`src/utdc_pkg.sv`:
```
// shared constants and carrier types for the upstream disable handler
package utdc_pkg;

    localparam int unsigned CLK_FREQ_HZ    = 200000000;
    localparam int unsigned TICK_PERIOD_MS = 1;
    // cycles per millisecond tick derived from the clock rate
    localparam int unsigned TICK_CYCLES    =
        (CLK_FREQ_HZ / 1000) * TICK_PERIOD_MS;
    localparam int unsigned TICK_CNT_W     = 18;
    localparam logic [TICK_CNT_W-1:0] TICK_LAST =
        TICK_CNT_W'(TICK_CYCLES - 1);
    localparam logic [TICK_CNT_W-1:0] TICK_ZERO = 18'h00000;

    localparam int unsigned TIMEOUT_W      = 32;
    localparam logic [TIMEOUT_W-1:0] TIMEOUT_PERMANENT = 32'h00000000;
    localparam logic [TIMEOUT_W-1:0] TIMEOUT_REENABLE  = 32'hFFFFFFFF;
    localparam logic [TIMEOUT_W-1:0] TIMEOUT_ONE       = 32'h00000001;

    // incoming upstream_disable_message, already parsed from the MAC frame
    typedef struct packed {
        logic                 valid;
        logic                 unicastHit;
        logic                 multicastHit;
        logic [TIMEOUT_W-1:0] disableTimeoutMs;
    } utdc_msg_t;

    typedef enum logic [2:0] {
        ST_ENABLED   = 3'b001,
        ST_PERMANENT = 3'b010,
        ST_TIMED     = 3'b100
    } utdc_state_t;

    // tell the MAC what to do with the upstream
    typedef struct packed {
        logic txEnable;
        logic txReset;
        logic macReinit;
        logic permDisabled;
        logic timedDisabled;
    } utdc_ctrl_t;

endpackage : utdc_pkg

```
`src/utdc_ctrl.sv`:
```
// upstream transmitter disable message handler, top level
`timescale 1ns/1ps

module utdc_ctrl
    import utdc_pkg::*;
#(
    // last count of the ms tick; a short tick lets expiry be reached quickly
    parameter logic [TICK_CNT_W-1:0] TICK_LAST_CFG = TICK_LAST
)
(
    input  wire logic       clk,
    input  wire logic       reset_n,
    input  wire utdc_msg_t  msgIn,
    input  wire logic       upstreamReq,
    output utdc_ctrl_t      ctrlOut,
    output logic            upstreamGrant
);

    typedef struct packed {
        utdc_state_t mode;
        utdc_ctrl_t  ctrl;
        logic        grant;
    } utdc_top_t;

    utdc_top_t state_reg;
    utdc_top_t state_next;

    logic msgHit;
    logic isPerm;
    logic isReen;
    logic timerLoad;
    logic timerExpired;

    // message accepted at any cycle, no prior handshake needed
    assign msgHit = msgIn.valid
                    && (msgIn.unicastHit || msgIn.multicastHit);
    assign isPerm = msgIn.disableTimeoutMs == TIMEOUT_PERMANENT;
    assign isReen = msgIn.disableTimeoutMs == TIMEOUT_REENABLE;

    assign timerLoad = msgHit && !isPerm && !isReen
                       && state_reg.mode == ST_ENABLED;

    utdc_ms_timer #(
        .TICK_LAST_CFG (TICK_LAST_CFG)
    ) u_timer (
        .clk       (clk),
        .reset_n   (reset_n),
        .load      (timerLoad),
        .loadValue (msgIn.disableTimeoutMs),
        .run       (state_reg.mode == ST_TIMED),
        .expired   (timerExpired)
    );

    always_comb
    begin
        state_next = state_reg;
        state_next.ctrl.txReset   = 1'b0;
        state_next.ctrl.macReinit = 1'b0;
        case (state_reg.mode)
            ST_ENABLED:
            begin
                if (msgHit && isPerm)
                begin
                    state_next.mode = ST_PERMANENT;
                end
                else if (msgHit && isReen)
                begin
                    state_next.ctrl.txReset   = 1'b1;
                    state_next.ctrl.macReinit = 1'b1;
                end
                else if (msgHit)
                begin
                    state_next.mode = ST_TIMED;
                end
            end
            ST_PERMANENT:
            begin
                // anything but all-ones is dropped here
                if (msgHit && isReen)
                begin
                    state_next.mode           = ST_ENABLED;
                    state_next.ctrl.txReset   = 1'b1;
                    state_next.ctrl.macReinit = 1'b1;
                end
            end
            ST_TIMED:
            begin
                if (msgHit && isPerm)
                begin
                    state_next.mode = ST_PERMANENT;
                end
                else if (msgHit && isReen)
                begin
                    state_next.mode           = ST_ENABLED;
                    state_next.ctrl.txReset   = 1'b1;
                    state_next.ctrl.macReinit = 1'b1;
                end
                else if (timerExpired)
                begin
                    state_next.mode           = ST_ENABLED;
                    state_next.ctrl.macReinit = 1'b1;
                end
            end
            default:
            begin
                state_next.mode = ST_ENABLED;
            end
        endcase
        state_next.ctrl.permDisabled  = state_next.mode == ST_PERMANENT;
        state_next.ctrl.timedDisabled = state_next.mode == ST_TIMED;
        // gate all upstream traffic; downstream path is untouched
        state_next.ctrl.txEnable = state_next.mode == ST_ENABLED;
        state_next.grant = upstreamReq
                           && state_next.mode == ST_ENABLED;
        // no reply path exists: this block never originates upstream
    end

    always_ff @(posedge clk or negedge reset_n)
    begin
        if (!reset_n)
        begin
            // power-up clears any disabled condition
            state_reg.mode          <= ST_ENABLED;
            state_reg.ctrl.txEnable <= 1'b1;
            state_reg.ctrl.txReset  <= 1'b0;
            state_reg.ctrl.macReinit     <= 1'b0;
            state_reg.ctrl.permDisabled  <= 1'b0;
            state_reg.ctrl.timedDisabled <= 1'b0;
            state_reg.grant         <= 1'b0;
        end
        else
        begin
            state_reg <= state_next;
        end
    end

    assign ctrlOut       = state_reg.ctrl;
    assign upstreamGrant = state_reg.grant;

endmodule : utdc_ctrl

```
`src/utdc_ms_timer.sv`:
```
// millisecond tick and 32-bit disable down-counter
`timescale 1ns/1ps
module utdc_ms_timer
    import utdc_pkg::*;
#(
    parameter logic [TICK_CNT_W-1:0] TICK_LAST_CFG = TICK_LAST
)
(
    input  wire logic                 clk,
    input  wire logic                 reset_n,
    input  wire logic                 load,
    input  wire logic [TIMEOUT_W-1:0] loadValue,
    input  wire logic                 run,
    output logic                      expired
);

    typedef struct packed {
        logic [TICK_CNT_W-1:0] tick;
        logic [TIMEOUT_W-1:0]  msLeft;
        logic                  expired;
    } utdc_tmr_t;

    utdc_tmr_t state_reg;
    utdc_tmr_t state_next;

    always_comb
    begin
        state_next = state_reg;
        state_next.expired = 1'b0;
        if (load)
        begin
            // tick restarts so the period is never short; expiry comes one cycle after loadValue ms
            state_next.tick   = TICK_ZERO;
            state_next.msLeft = loadValue;
        end
        else if (run)
        begin
            if (state_reg.tick == TICK_LAST_CFG)
            begin
                state_next.tick = TICK_ZERO;
                if (state_reg.msLeft == TIMEOUT_ONE)
                begin
                    state_next.msLeft  = TIMEOUT_PERMANENT;
                    state_next.expired = 1'b1;
                end
                else if (state_reg.msLeft != TIMEOUT_PERMANENT)
                begin
                    state_next.msLeft = state_reg.msLeft - TIMEOUT_ONE;
                end
            end
            else
            begin
                state_next.tick = state_reg.tick + TICK_CNT_W'(1);
            end
        end
    end

    always_ff @(posedge clk or negedge reset_n)
    begin
        if (!reset_n)
        begin
            state_reg <= '0;
        end
        else
        begin
            state_reg <= state_next;
        end
    end

    assign expired = state_reg.expired;

endmodule : utdc_ms_timer

```
`config.mk`:
```
export PLATFORM = sky130hd
export DESIGN_NAME = utdc_ctrl
export DESIGN_NICKNAME = d
export VERILOG_FILES = /design/src/utdc_pkg.sv /design/src/utdc_ctrl.sv /design/src/utdc_ms_timer.sv
export SDC_FILE = /design/constraint.sdc
export NUM_CORES = 1
export LEC_CHECK = 0
export BUFFER_PORTS_ARGS = -buffer_cell sky130_fd_sc_hd__buf_2
export CORE_ASPECT_RATIO = 0.8
export CORE_UTILIZATION = 50
export CTS_CLUSTER_SIZE = 30
export DETAILED_ROUTE_END_ITERATION = 6
export PLACE_DENSITY = 0.7
export SETUP_SLACK_MARGIN = 0.5
export SLEW_MARGIN = 10
export SYNTH_ARGS = -nofsm -noshare
export SYNTH_HDL_FRONTEND = slang
export SYNTH_HIERARCHICAL = 1
export SYNTH_SLANG_ARGS = --single-unit
```
`constraint.sdc`:
```
create_clock -name clk -period 4.6 [get_ports clk]
set_input_delay 0.23 -clock clk [delete_from_list [all_inputs] [get_ports clk]]
set_output_delay 0.23 -clock clk [all_outputs]
set_load 0.005 [all_outputs]
```
After elaboration in Yosys (flattened, before gate mapping)
Cells that the tools add are included.
{ "op_classes": {"reduce_logical": 16, "muxes": 23, "add_sub_neg": 2, "n_eq_ne": 9} }
{ "ops": {"columns": ["cell", "n"], "rows": [
  ["32-bit two-way mux", 2],
  ["51-bit two-way mux", 1],
  ["50-bit two-way mux", 1],
  ["33-bit two-way mux", 1],
  ["32-bit by 1-bit equality test with 1-bit output (second input constant)", 1],
  ["32-bit equality test (second input constant)", 1],
  ["32-bit zero test", 1],
  ["32-bit nonzero test", 1],
  ["32-bit by 1-bit subtractor with 32-bit output (second input constant)", 1],
  ["3-bit two-way mux", 7],
  ["18-bit by 1-bit adder with 18-bit output (second input constant)", 1],
  ["18-bit equality test (second input constant)", 1],
  ["18-bit two-way mux", 1],
  ["3-bit case mux with 3 select lines", 1],
  ["1-bit logical AND", 7],
  ["3-bit by 1-bit equality test with 1-bit output (second input constant)", 2],
  ["3-bit by 2-bit equality test with 1-bit output (second input constant)", 2],
  ["3-bit equality test (second input constant)", 2],
  ["2-bit two-way mux", 3],
  ["2-bit case mux with 3 select lines", 1],
  ["1-bit two-way mux", 5],
  ["2-bit nonzero test", 2],
  ["3-bit AND reduction", 1],
  ["3-bit nonzero test", 1],
  ["other kinds (2)", 3]
]} }
{ "totals": {"word_cells": 60, "out_inout_bits": 6, "inputBits": 38, "regBits": 60} }

Depth between registers and ports, before layout
Gate-level depths: netlist of run 1.
{ "logic_depth": {"depth_word": 8, "depth_mapped": 12, "ltp_nobuf": 10} }

By module
The synthesis of run 1 kept the hierarchy.
{ "by_module_without_submodules": {"columns": ["module", "seq_area_each_um2", "cells_each", "n_inst", "area_per_inst_um2"], "rows": [
  ["utdc_ms_timer", 1276.2, 374, 1, 3244.4],
  ["utdc_ctrl", 227.7, 66, 1, 598.1]
]} }

Worst setup path after synthesis of run 1
Ideal clock, no wire load.
{ "synth_timing": {"path_kind": "input port to flip-flop", "startpoint": "in msgIn[30] in the netlist's numbering", "endpoint": "reg u_timer/state_reg[11] in the netlist's numbering", "path_stages": 11, "t_arrival_ns": 2.814, "setup_time_ns": 0.116, "n_path_buf": 2, "required_ns": 4.484, "slack_ns": 1.670, "path_cell_list": "nand4_1 > or4_4 > or2_1 > a21oi_1 > nor3_1 > or3_1 > clkbuf_1 > or2_1 > buf_6 > or3_1 > o311ai_0"} }
{ "synth_between": {"elab_chain_cells": 7, "elab_cells_between_ends": 12, "classes_between": "eq/ne: 1; mux: 1; reduce/logical: 10"} }
{ "synth_lines": {"columns": ["item", "line_no", "rtl"], "rows": [
  ["start, declared", "utdc_ctrl.sv:13", "input wire utdc_msg_t msgIn,"],
  ["32-bit zero test", "utdc_ctrl.sv:37", "assign isPerm = msgIn.disableTimeoutMs == TIMEOUT_PERMANENT;"],
  ["1-bit zero test", "utdc_ctrl.sv:40", "assign timerLoad = msgHit && !isPerm && !isReen"],
  ["1-bit logical AND", "utdc_ctrl.sv:40", null],
  ["1-bit logical AND (*)", "utdc_ctrl.sv:40", null],
  ["1-bit logical AND (*)", "utdc_ctrl.sv:41", "&& state_reg.mode == ST_ENABLED;"],
  ["via timerLoad", "utdc_ctrl.sv:31", "logic timerLoad;"],
  ["3-bit nonzero test (no source line) / 2-bit nonzero test (equally long branches)", null, null],
  ["3-bit AND reduction (no source line)", null, null],
  ["end signal, assigned", "utdc_ms_timer.sv:66", "state_reg <= state_next;"],
  ["end, declared", "utdc_ms_timer.sv:23", "utdc_tmr_t state_reg;"]
]} }
The timed path passes the listed nets; every way through them passes the cells marked *.
A chain may end at the register's enable or synchronous reset.

Worst setup path in the final report of run 1
{ "layout_timing": {"startpoint": "reg u_timer/state_reg[10] in the netlist's numbering", "endpoint": "reg u_timer/state_reg[12] in the netlist's numbering"} }
{ "layout_between": {"elab_chain_cells": 6, "elab_cells_between_ends": 10, "classes_between": "add/sub: 1; eq/ne: 1; mux: 5; reduce/logical: 3"} }
{ "layout_lines": {"columns": ["item", "line_no", "rtl"], "rows": [
  ["32-bit by 1-bit subtractor with 32-bit output", "utdc_ms_timer.sv:48", "state_next.msLeft = state_reg.msLeft - TIMEOUT_ONE;"],
  ["32-bit two-way mux", "utdc_ms_timer.sv:46", "else if (state_reg.msLeft != TIMEOUT_PERMANENT)"],
  ["32-bit two-way mux", "utdc_ms_timer.sv:41", "if (state_reg.msLeft == TIMEOUT_ONE)"],
  ["33-bit two-way mux", "utdc_ms_timer.sv:38", "if (state_reg.tick == TICK_LAST_CFG)"],
  ["51-bit two-way mux", "utdc_ms_timer.sv:36", "else if (run)"],
  ["50-bit two-way mux", "utdc_ms_timer.sv:30", "if (load)"]
]} }
Parallel ways exist; a longest one is shown, timed or not. The select of a mux whose other input is x is not followed.

==> results of run 1 <==
==> area by class of cell <==
class	instances	area (um2)	share of cell area
tap	105	131	0.0308
clock buffer	12	155	0.0364
timing repair buffer	49	260	0.0611
sequential	60	1500	0.353
multi-input combinational	339	2150	0.504
clock inverter	4	23.8	0.00558
inverter	10	37.5	0.00881
==> through the flow <==
step | std cells | area (um2)
floorplan | 440 | 3840
global placement | 563 | 4080
detailed placement | 563 | 4080
CTS | 579 | 4260
global route | 579 | 4260
finish | 579 | 4260
==> layer usage <==
metal | vias to the layer above | GRT usage | part of all wire
li1 | 1741 | - | -
met1 | 1801 | 0.407 | 0.47
met2 | 183 | 0.393 | 0.43
met3 | 13 | 0.0748 | 0.084
met4 | 0 | 0.0725 | 0.012
met5 | - | 0 | 0
==> kinds of logic after synthesis <==
logic type / count (synthesis) / synth area share
adder cells (fa/ha/maj): 3 / 0.00977
XOR/XNOR: 5 / 0.0114
AND/OR/NAND/NOR: 193 / 0.286
flip-flops: 60 / 0.391
AO/OA/AOI/OAI: 129 / 0.225
buffers and inverters: 41 / 0.0524
multiplexers: 9 / 0.0234
==> report_power, final <==
| group | leakage, nW | internal (mW) | total (mW) | switching (mW) |
|---|---|---|---|---|
| Clock | 0.0961 | 0.223 | 0.435 | 0.212 |
| Combinational | 0.831 | 0.357 | 0.857 | 0.500 |
| Sequential | 0.775 | 0.698 | 0.888 | 0.190 |
==> how the worst min path moves through the flow <==
stage,from,to,slack [ps],cells past startpoint
after global placement,reset_n,ctrlOut[1]$_DFF_PN0_,450,2
after global routing,upstreamReq,upstreamGrant$_DFF_PN0_,100,3
after floorplan,reset_n,ctrlOut[0]$_DFF_PN0_,-70,0
final,reset_n,ctrlOut[3]$_DFF_PN0_,40,2
after CTS,reset_n,ctrlOut[3]$_DFF_PN0_,70,2
after detailed placement,reset_n,ctrlOut[3]$_DFF_PN0_,450,2
==> cell usage in the layout (no fill, tap or decap), types with 9 or more instances in the layout <==
cell / synthesis / final
buf_2: 5 / 43
clkbuf_8: 0 / 11
nor4_1: 21 / 21
a21oi_1: 19 / 19
inv_1: 10 / 10
dfrtp_1: 58 / 58
nand4_1: 11 / 11
o31ai_1: 11 / 10
o21ai_0: 35 / 35
nor3_1: 21 / 20
o22ai_1: 12 / 12
nand3_1: 19 / 19
or3_1: 11 / 11
nor2_1: 32 / 32
nand2_1: 29 / 29
mux2i_1: 9 / 9
==> results.cfg, run 1 <==
[cts]
clockBufferDepth = 2
ctsResizeCount = 0
htreeDepth = 3
clkTransAtPathRegs_ps = 70
cts_sinks = 60
cts_tree = yes
cts_made_buffers = 9
hold_buffers = 0
cts_setup_buffers = 0
insertion_delay_ps = 350
cts_root_buffer = clkbuf_8

[sta]
layout_min_cycle_time_ps = 3760
final.period_utilization = 0.818
clock_skew_ps = 10.2
worstMarginPinSlew_ps = 962
setup_viol = 0
setup_tns_ps = 0
hold_viol = 0
max_freq_mhz = 266
setup_ws_ps = 837
finalMaxSlewViolations = 0
rsz0062_at_grt = false
hold_ws_ps = 42.7
slew-limit-headroom = 0.359

[placement]
place_hpwl_mm = 7.32
gp_congestion = 0.925
place_ws_ps = 668
port_buffers = 43

[worst_setup_path]
cp_data_arrival_time_ps = 3990
start_kind = flip-flop
r2r-start = u_timer/state_reg[10]$_DFFE_PN0P_
worstPathRequired_ps = 4830
crit_end = u_timer/state_reg[12]$_DFFE_PN0P_
critPathKind = flip-flop to flip-flop
crit_chain = or4_4 > or4_4 > nor4_4 > or2_1 > nor2_1 > a221o_1
cp_slowest_stage_delay_ps = 820
cp_num_buf_inv = 0
reg2reg_slack_ps = 840
reg2regPathDepth = 6
r2r-end = u_timer/state_reg[12]$_DFFE_PN0P_
startpoint = u_timer/state_reg[10]$_DFFE_PN0P_
slowest_stage = or2_1
critPathTopFamily = simple AND/OR/NAND/NOR gates
worstPathMaxFanout = 26
end_kind = flip-flop
path_depth = 6
crit_top_cell = or4_4

[power]
ir_drop_uv = 178
leakagePower_nw = 1.70
fin_total_pwr_mw = 2.18
powerDensity_nw_per_um2 = 512

[floorplanning]
die_width_um = 100
dieArea_um2 = 8040
core_um2 = 7430
die_h_um = 80.4
io_pins = 44
initial_core_util = 0.517
fp-row-count = 28

[synth]
ys_ff_latch = 60
synth_area_per_cell_um2 = 8.73
synthDistinctLibCells = 63
yosys_warnings = 6
yosysTopAreaCell = dfrtp_1
synth_edf_count = 0
yosys-top-cells-count = 58 x dfrtp_1, 35 x o21ai_0, 32 x nor2_1
yosysMostFrequentCell = dfrtp_1
synth_top_area_frac = 0.378
ys.flop_type = dfrtp_1
async_flop_share = 1.00
ys_seq_area_frac = 0.391
synth.net_count = 481
synthCells = 440
synth_area_leaders = dfrtp_1 38%, o21ai_0 4.6%, nor4_1 3.4%
netlist_area_um2 = 3840

[cells_and_area]
final_core_util = 0.573
largest_reg_flops = 50
drive_above_1_share = 0.173
n_antenna_cell = 0
syn_to_final_growth_pct = 10.8
nets = 510
fillers = 699

[route]
via_per_inst = 6.46
vias = 3738
wire_per_inst_um = 18.1
drt-initial-drc-count = 412
dr.pass1.iters = 7
drt_wl_total_mm = 10.5
drc = 0
drtAntennaViolNets = 0

[grt]
grt_overflow = 0
antenna_found_initial = 0
grt_util_all_layers = 0.275
grt_max_degree = 61
grt_pass1_wl_mm = 16.9
grt_pass1_vias = 3315

[job]
cap_violations = 0

[outcome]
status = completed

[hold_path]
hp-class = primary input to asynchronous set/reset pin
No activity file was read; power rests on OpenSTA's default activity.
==> inputs of run 2 (changes only) <==
==> constraint.sdc (replaced) <==
create_clock -name clk -period 3.7 [get_ports clk]
set_input_delay 0.185 -clock clk [delete_from_list [all_inputs] [get_ports clk]]
set_output_delay 0.185 -clock clk [all_outputs]
set_load 0.005 [all_outputs]
==> results.cfg, run 2 (synthesis gave the netlist of run 1 again) <==
[outcome]
status = completed

[cells_and_area]
final_area_um2 = 4350
final_core_util = 0.585
syn_to_final_growth_pct = 13.1
n_antenna_cell = 0
final_common_cell = dfrtp_1
drive_above_1_share = 0.193
final_cell_mix = 58 x dfrtp_1, 43 x buf_2, 35 x o21ai_0
fillers = 702
multi_input_area_um2 = 2150
area.sequential_um2 = 1500
largest_reg_flops = 50
nets = 523

[cts]
insertion_delay_ps = 340
cts_sinks = 60
cts_root_buffer = clkbuf_8
ctsResizeCount = 0
cts_tree = yes
clkTransAtPathRegs_ps = 70
htreeDepth = 3
cts_made_buffers = 9
clockBufferDepth = 2

[sta]
rsz0062_at_grt = false
worstMarginPinSlew_ps = 706
layout_min_cycle_time_ps = 3090
slew-limit-headroom = 0.526
setup_viol = 0
setup_tns_ps = 0
max_freq_mhz = 324
finalMaxSlewViolations = 0
final.period_utilization = 0.835
clock_skew_ps = 7.53
hold_viol = 0

[grt]
antenna_found_initial = 0
grt_overflow = 0
grt_pass1_wl_mm = 16.7
grt_util_all_layers = 0.268
grt_max_degree = 39
grt_pass1_vias = 3314

[worst_setup_path]
crit_end = u_timer/state_reg[8]$_DFFE_PN0P_
worstPathRequired_ps = 3920
startpoint = u_timer/state_reg[6]$_DFFE_PN0P_
reg2regPathDepth = 7
reg2reg_slack_ps = 610
cp_data_arrival_time_ps = 3310
start_kind = flip-flop
end_kind = flip-flop
r2r-start = u_timer/state_reg[6]$_DFFE_PN0P_
critPathKind = flip-flop to flip-flop
worstPathMaxFanout = 13
r2r-end = u_timer/state_reg[8]$_DFFE_PN0P_

[route]
dr_wl_met2_mm = 4.65
drtAntennaViolNets = 0
drc = 0
wl_met3_um = 884
via_per_inst = 6.39
dr.pass1.iters = 6
top_layer = met4
wl_met1_mm = 4.79
drt-initial-drc-count = 380
vias = 3775
wire_per_inst_um = 17.7
drt_wl_total_mm = 10.5

[placement]
gp_congestion = 0.941
place_hpwl_mm = 7.46
dpl_cell_area_um2 = 4150
port_buffers = 43

[floorplanning]
fp-row-count = 28
core_um2 = 7430
dieArea_um2 = 8040
die_h_um = 80.4
io_pins = 44
initial_core_util = 0.517
die_width_um = 100

[power]
leakagePower_nw = 1.76
ir_drop_uv = 243
powerDensity_nw_per_um2 = 628

[job]
cap_violations = 0

[hold_path]
hp-class = primary input to flip-flop
## run 2: cell types whose count changed in the layout (fill, tap and decap cells not counted)
cell / before / now
buf_4: 6 / 18
clkbuf_1: 1 / 0
clkbuf_8: 11 / 10
clkinv_2: 3 / 4
dlygate4sd3_1: 0 / 1
## run 2: how the worst min path moves through the flow
| stage | from | end | slack, ps | depth (start not counted) |
|---|---|---|---|---|
| 6_report | upstreamReq | upstreamGrant$_DFF_PN0_ | 50 | 3 |
| 5_1_grt | upstreamReq | upstreamGrant$_DFF_PN0_ | 50 | 3 |
| 4_1_cts | upstreamReq | upstreamGrant$_DFF_PN0_ | 50 | 3 |
| 3_5_place_dp | reset_n | ctrlOut[3]$_DFF_PN0_ | 270 | 1 |
| 3_3_place_gp | reset_n | ctrlOut[3]$_DFF_PN0_ | 270 | 1 |
| 2_1_floorplan | reset_n | ctrlOut[0]$_DFF_PN0_ | -110 | 0 |
## run 2: critical path, stage by stage, from the launching register on
cell and delay [ps]:
dfrtp_1 440, or4_1 610, or4_4 640, nor4b_4 400, o31a_1 310, buf_4 220
nor4_1 70, a221o_1 280
## run 2: layout make-up
type,count,area share
Clock inverter,5,0.00662
Tap cell,105,0.0302
Sequential cell,60,0.346
Timing Repair Buffer,62,0.0829
Clock buffer,10,0.0317
Multi-Input combinational cell,339,0.494
Inverter,10,0.00864
## run 2: where the power goes
part | total, mW | switching (mW) | internal [mW]
logic | 1.11 | 0.626 | 0.485
registers | 1.10 | 0.236 | 0.867
clock network | 0.514 | 0.260 | 0.254
## run 2: repair_timing
| item | 4_1_cts | 5_1_grt |
|---|---|---|
| hold endpoints to repair | 28 | 0 |
| setup endpoints to repair | 0 | 10 |
| hold buffers | 1 | 0 |
| buffers inserted | 0 | 3 |
## run 2: per-stage QoR
step / hold slack (ps) / setup WS [ps] / power (mW) / cells
final: 51.8 / 611 / 2.73 / 591
after global routing: 47.8 / 524 / 2.91 / 591
after CTS: 47.4 / 512 / 2.69 / 588
after detailed placement: 270 / 541 / 2.17 / 572
after global placement: 266 / 525 / 2.14 / 572
after floorplan: -111 / 815 / 1.87 / 440
## run 2: routing by layer
metal	up-vias	global-route usage
met1	1812	0.386
met2	180	0.413
met5	-	0
met4	0	0.0580
met3	21	0.0592
li1	1762	-
==> inputs of run 3 (changes only) <==
==> constraint.sdc (replaced) <==
create_clock -name clk -period 3.1 [get_ports clk]
set_input_delay 0.155 -clock clk [delete_from_list [all_inputs] [get_ports clk]]
set_output_delay 0.155 -clock clk [all_outputs]
set_load 0.005 [all_outputs]
==> results.cfg, run 3 (synthesis gave the netlist of run 1 again) <==
[power]
leakagePower_nw = 2.06
ir_drop_uv = 311
powerDensity_nw_per_um2 = 788
fin_total_pwr_mw = 3.99

[floorplanning]
io_pins = 44
die_h_um = 80.4
dieArea_um2 = 8040
core_um2 = 7430
fp-row-count = 28
initial_core_util = 0.517
die_width_um = 100

[sta]
setup_viol = 0
worstMarginPinSlew_ps = 693
slew-limit-headroom = 0.538
hold_viol = 0
setup_tns_ps = 0
layout_min_cycle_time_ps = 2850
finalMaxSlewViolations = 0
max_freq_mhz = 351
clock_skew_ps = 10.8
rsz0062_at_grt = true
final.period_utilization = 0.919

[cts]
htreeDepth = 3
cts_sinks = 60
cts_made_buffers = 9
cts_root_buffer = clkbuf_8
clkTransAtPathRegs_ps = 70
insertion_delay_ps = 340
cts_tree = yes
clockBufferDepth = 2

[worst_setup_path]
slowest_stage = or4_4
start_kind = flip-flop
end_kind = flip-flop
critPathKind = flip-flop to flip-flop
crit_chain = or4_4 > or4_4 > buf_6 > or3_4 > or3_4 > a21o_1 > a22o_1
worstPathRequired_ps = 3340
cp_data_arrival_time_ps = 3090
r2r-start = u_timer/state_reg[13]$_DFFE_PN0P_
critPathTopFamily = simple AND/OR/NAND/NOR gates
cp_num_buf_inv = 1
reg2regPathDepth = 7
worstPathMaxFanout = 4
r2r-end = u_timer/state_reg[20]$_DFFE_PN0P_
cp_slowest_stage_delay_ps = 570
reg2reg_slack_ps = 250

[job]
cap_violations = 0

[cells_and_area]
largest_reg_flops = 50
n_antenna_cell = 0
area.sequential_um2 = 1500
syn_to_final_growth_pct = 31.8
drive_above_1_share = 0.336
final_common_cell = dfrtp_1
final_cell_mix = 58 x dfrtp_1, 43 x buf_2, 34 x buf_4
multi_input_area_um2 = 2390
fillers = 552
nets = 561

[hold_path]
hold_depth = 3
hp-start = upstreamReq
hp-class = primary input to flip-flop
hold_path_end = upstreamGrant$_DFF_PN0_

[grt]
grt_util_all_layers = 0.301
gr-usage-met3 = 0.0809
grt_overflow = 0
gr-usage-met2 = 0.466
grt_pass1_wl_mm = 18.5
grt_busiest_layer = met2
grt_pass1_vias = 3641
grt_max_degree = 33
antenna_found_initial = 0
grt_use_met1 = 0.404

[route]
drtAntennaViolNets = 0
drc = 0
dr.pass1.iters = 5
wire_per_inst_um = 19.4
drt_wl_total_mm = 12.2
via_per_inst = 6.47
vias = 4072
drt-initial-drc-count = 369

[outcome]
status = completed

[placement]
place_hpwl_mm = 7.47
port_buffers = 43
gp_congestion = 0.921
## run 3: cell count changes in the layout (fill, tap and decap cells not counted), moves of 5 or more
cell,previous run,this run
buf_6,0,16
buf_4,18,34
o21ai_0,35,28
a21oi_2,0,10
o21ai_1,1,6
a21oi_1,19,8
## run 3: what timing repair did
item,CTS,global route
cloned,1,2
setup endpoints to repair,42,32
hold buffers,1,0
pin swaps,19,25
endpoints found under the hold margin,29,0
buffers inserted,23,8
gates resized for setup,42,41
## run 3: per-layer routing
| metal | routed length, um | vias to the layer above |
|---|---|---|
| li1 | - | 1852 |
| met1 | 5170 | 1917 |
| met2 | 5430 | 245 |
| met3 | 1170 | 58 |
| met4 | 465 | 0 |
| met5 | 0 | - |
## run 3: final cells by class
type	count	share of cell area
multi-input combinational	339	0.471
clock inverter	4	0.0143
sequential	60	0.297
timing repair buffer	100	0.155
tap	105	0.0259
clock buffer	11	0.0299
inverter	10	0.00741
## run 3: worst reg2reg max path, cell delays in order, from the launching register on
cell and delay [ps]:
dfrtp_1 380, or4_4 550, or4_4 570, buf_6 170, or3_4 370, or3_4 350
a21o_1 190, a22o_1 170
## run 3: where the power goes
part           internal [mW]  leakage, nW  switching (mW)  total (mW)
logic                  0.887         1.18           0.960        1.85
registers               1.03        0.775           0.299        1.33
clock network          0.491        0.111           0.320       0.810
## run 3: worst max path at each step
stage | from | cells after the start | endpoint
CTS | u_timer/state_reg[13]$_DFFE_PN0P_ | 7 | u_timer/state_reg[20]$_DFFE_PN0P_
finish | u_timer/state_reg[13]$_DFFE_PN0P_ | 7 | u_timer/state_reg[20]$_DFFE_PN0P_
global route | u_timer/state_reg[13]$_DFFE_PN0P_ | 7 | u_timer/state_reg[20]$_DFFE_PN0P_
detailed placement | u_timer/state_reg[6]$_DFFE_PN0P_ | 7 | u_timer/state_reg[7]$_DFFE_PN0P_
floorplan | u_timer/state_reg[6]$_DFFE_PN0P_ | 8 | u_timer/state_reg[3]$_DFFE_PN0P_
global placement | u_timer/state_reg[6]$_DFFE_PN0P_ | 7 | u_timer/state_reg[7]$_DFFE_PN0P_
## run 3: per-stage QoR
| step | instances | cell area, um2 | hold WS (ps) | setup WS, ps | utilization |
|---|---|---|---|---|---|
| after floorplan | 440 | 3870 | -141 | 309 | - |
| after global placement | 579 | 4210 | 249 | 161 | 0.567 |
| after detailed placement | 579 | 4210 | 252 | 130 | 0.567 |
| after CTS | 619 | 4810 | 4.26 | 289 | 0.648 |
| after global routing | 629 | 5070 | 22.3 | 196 | 0.682 |
| final | 629 | 5070 | 12.3 | 250 | 0.682 |
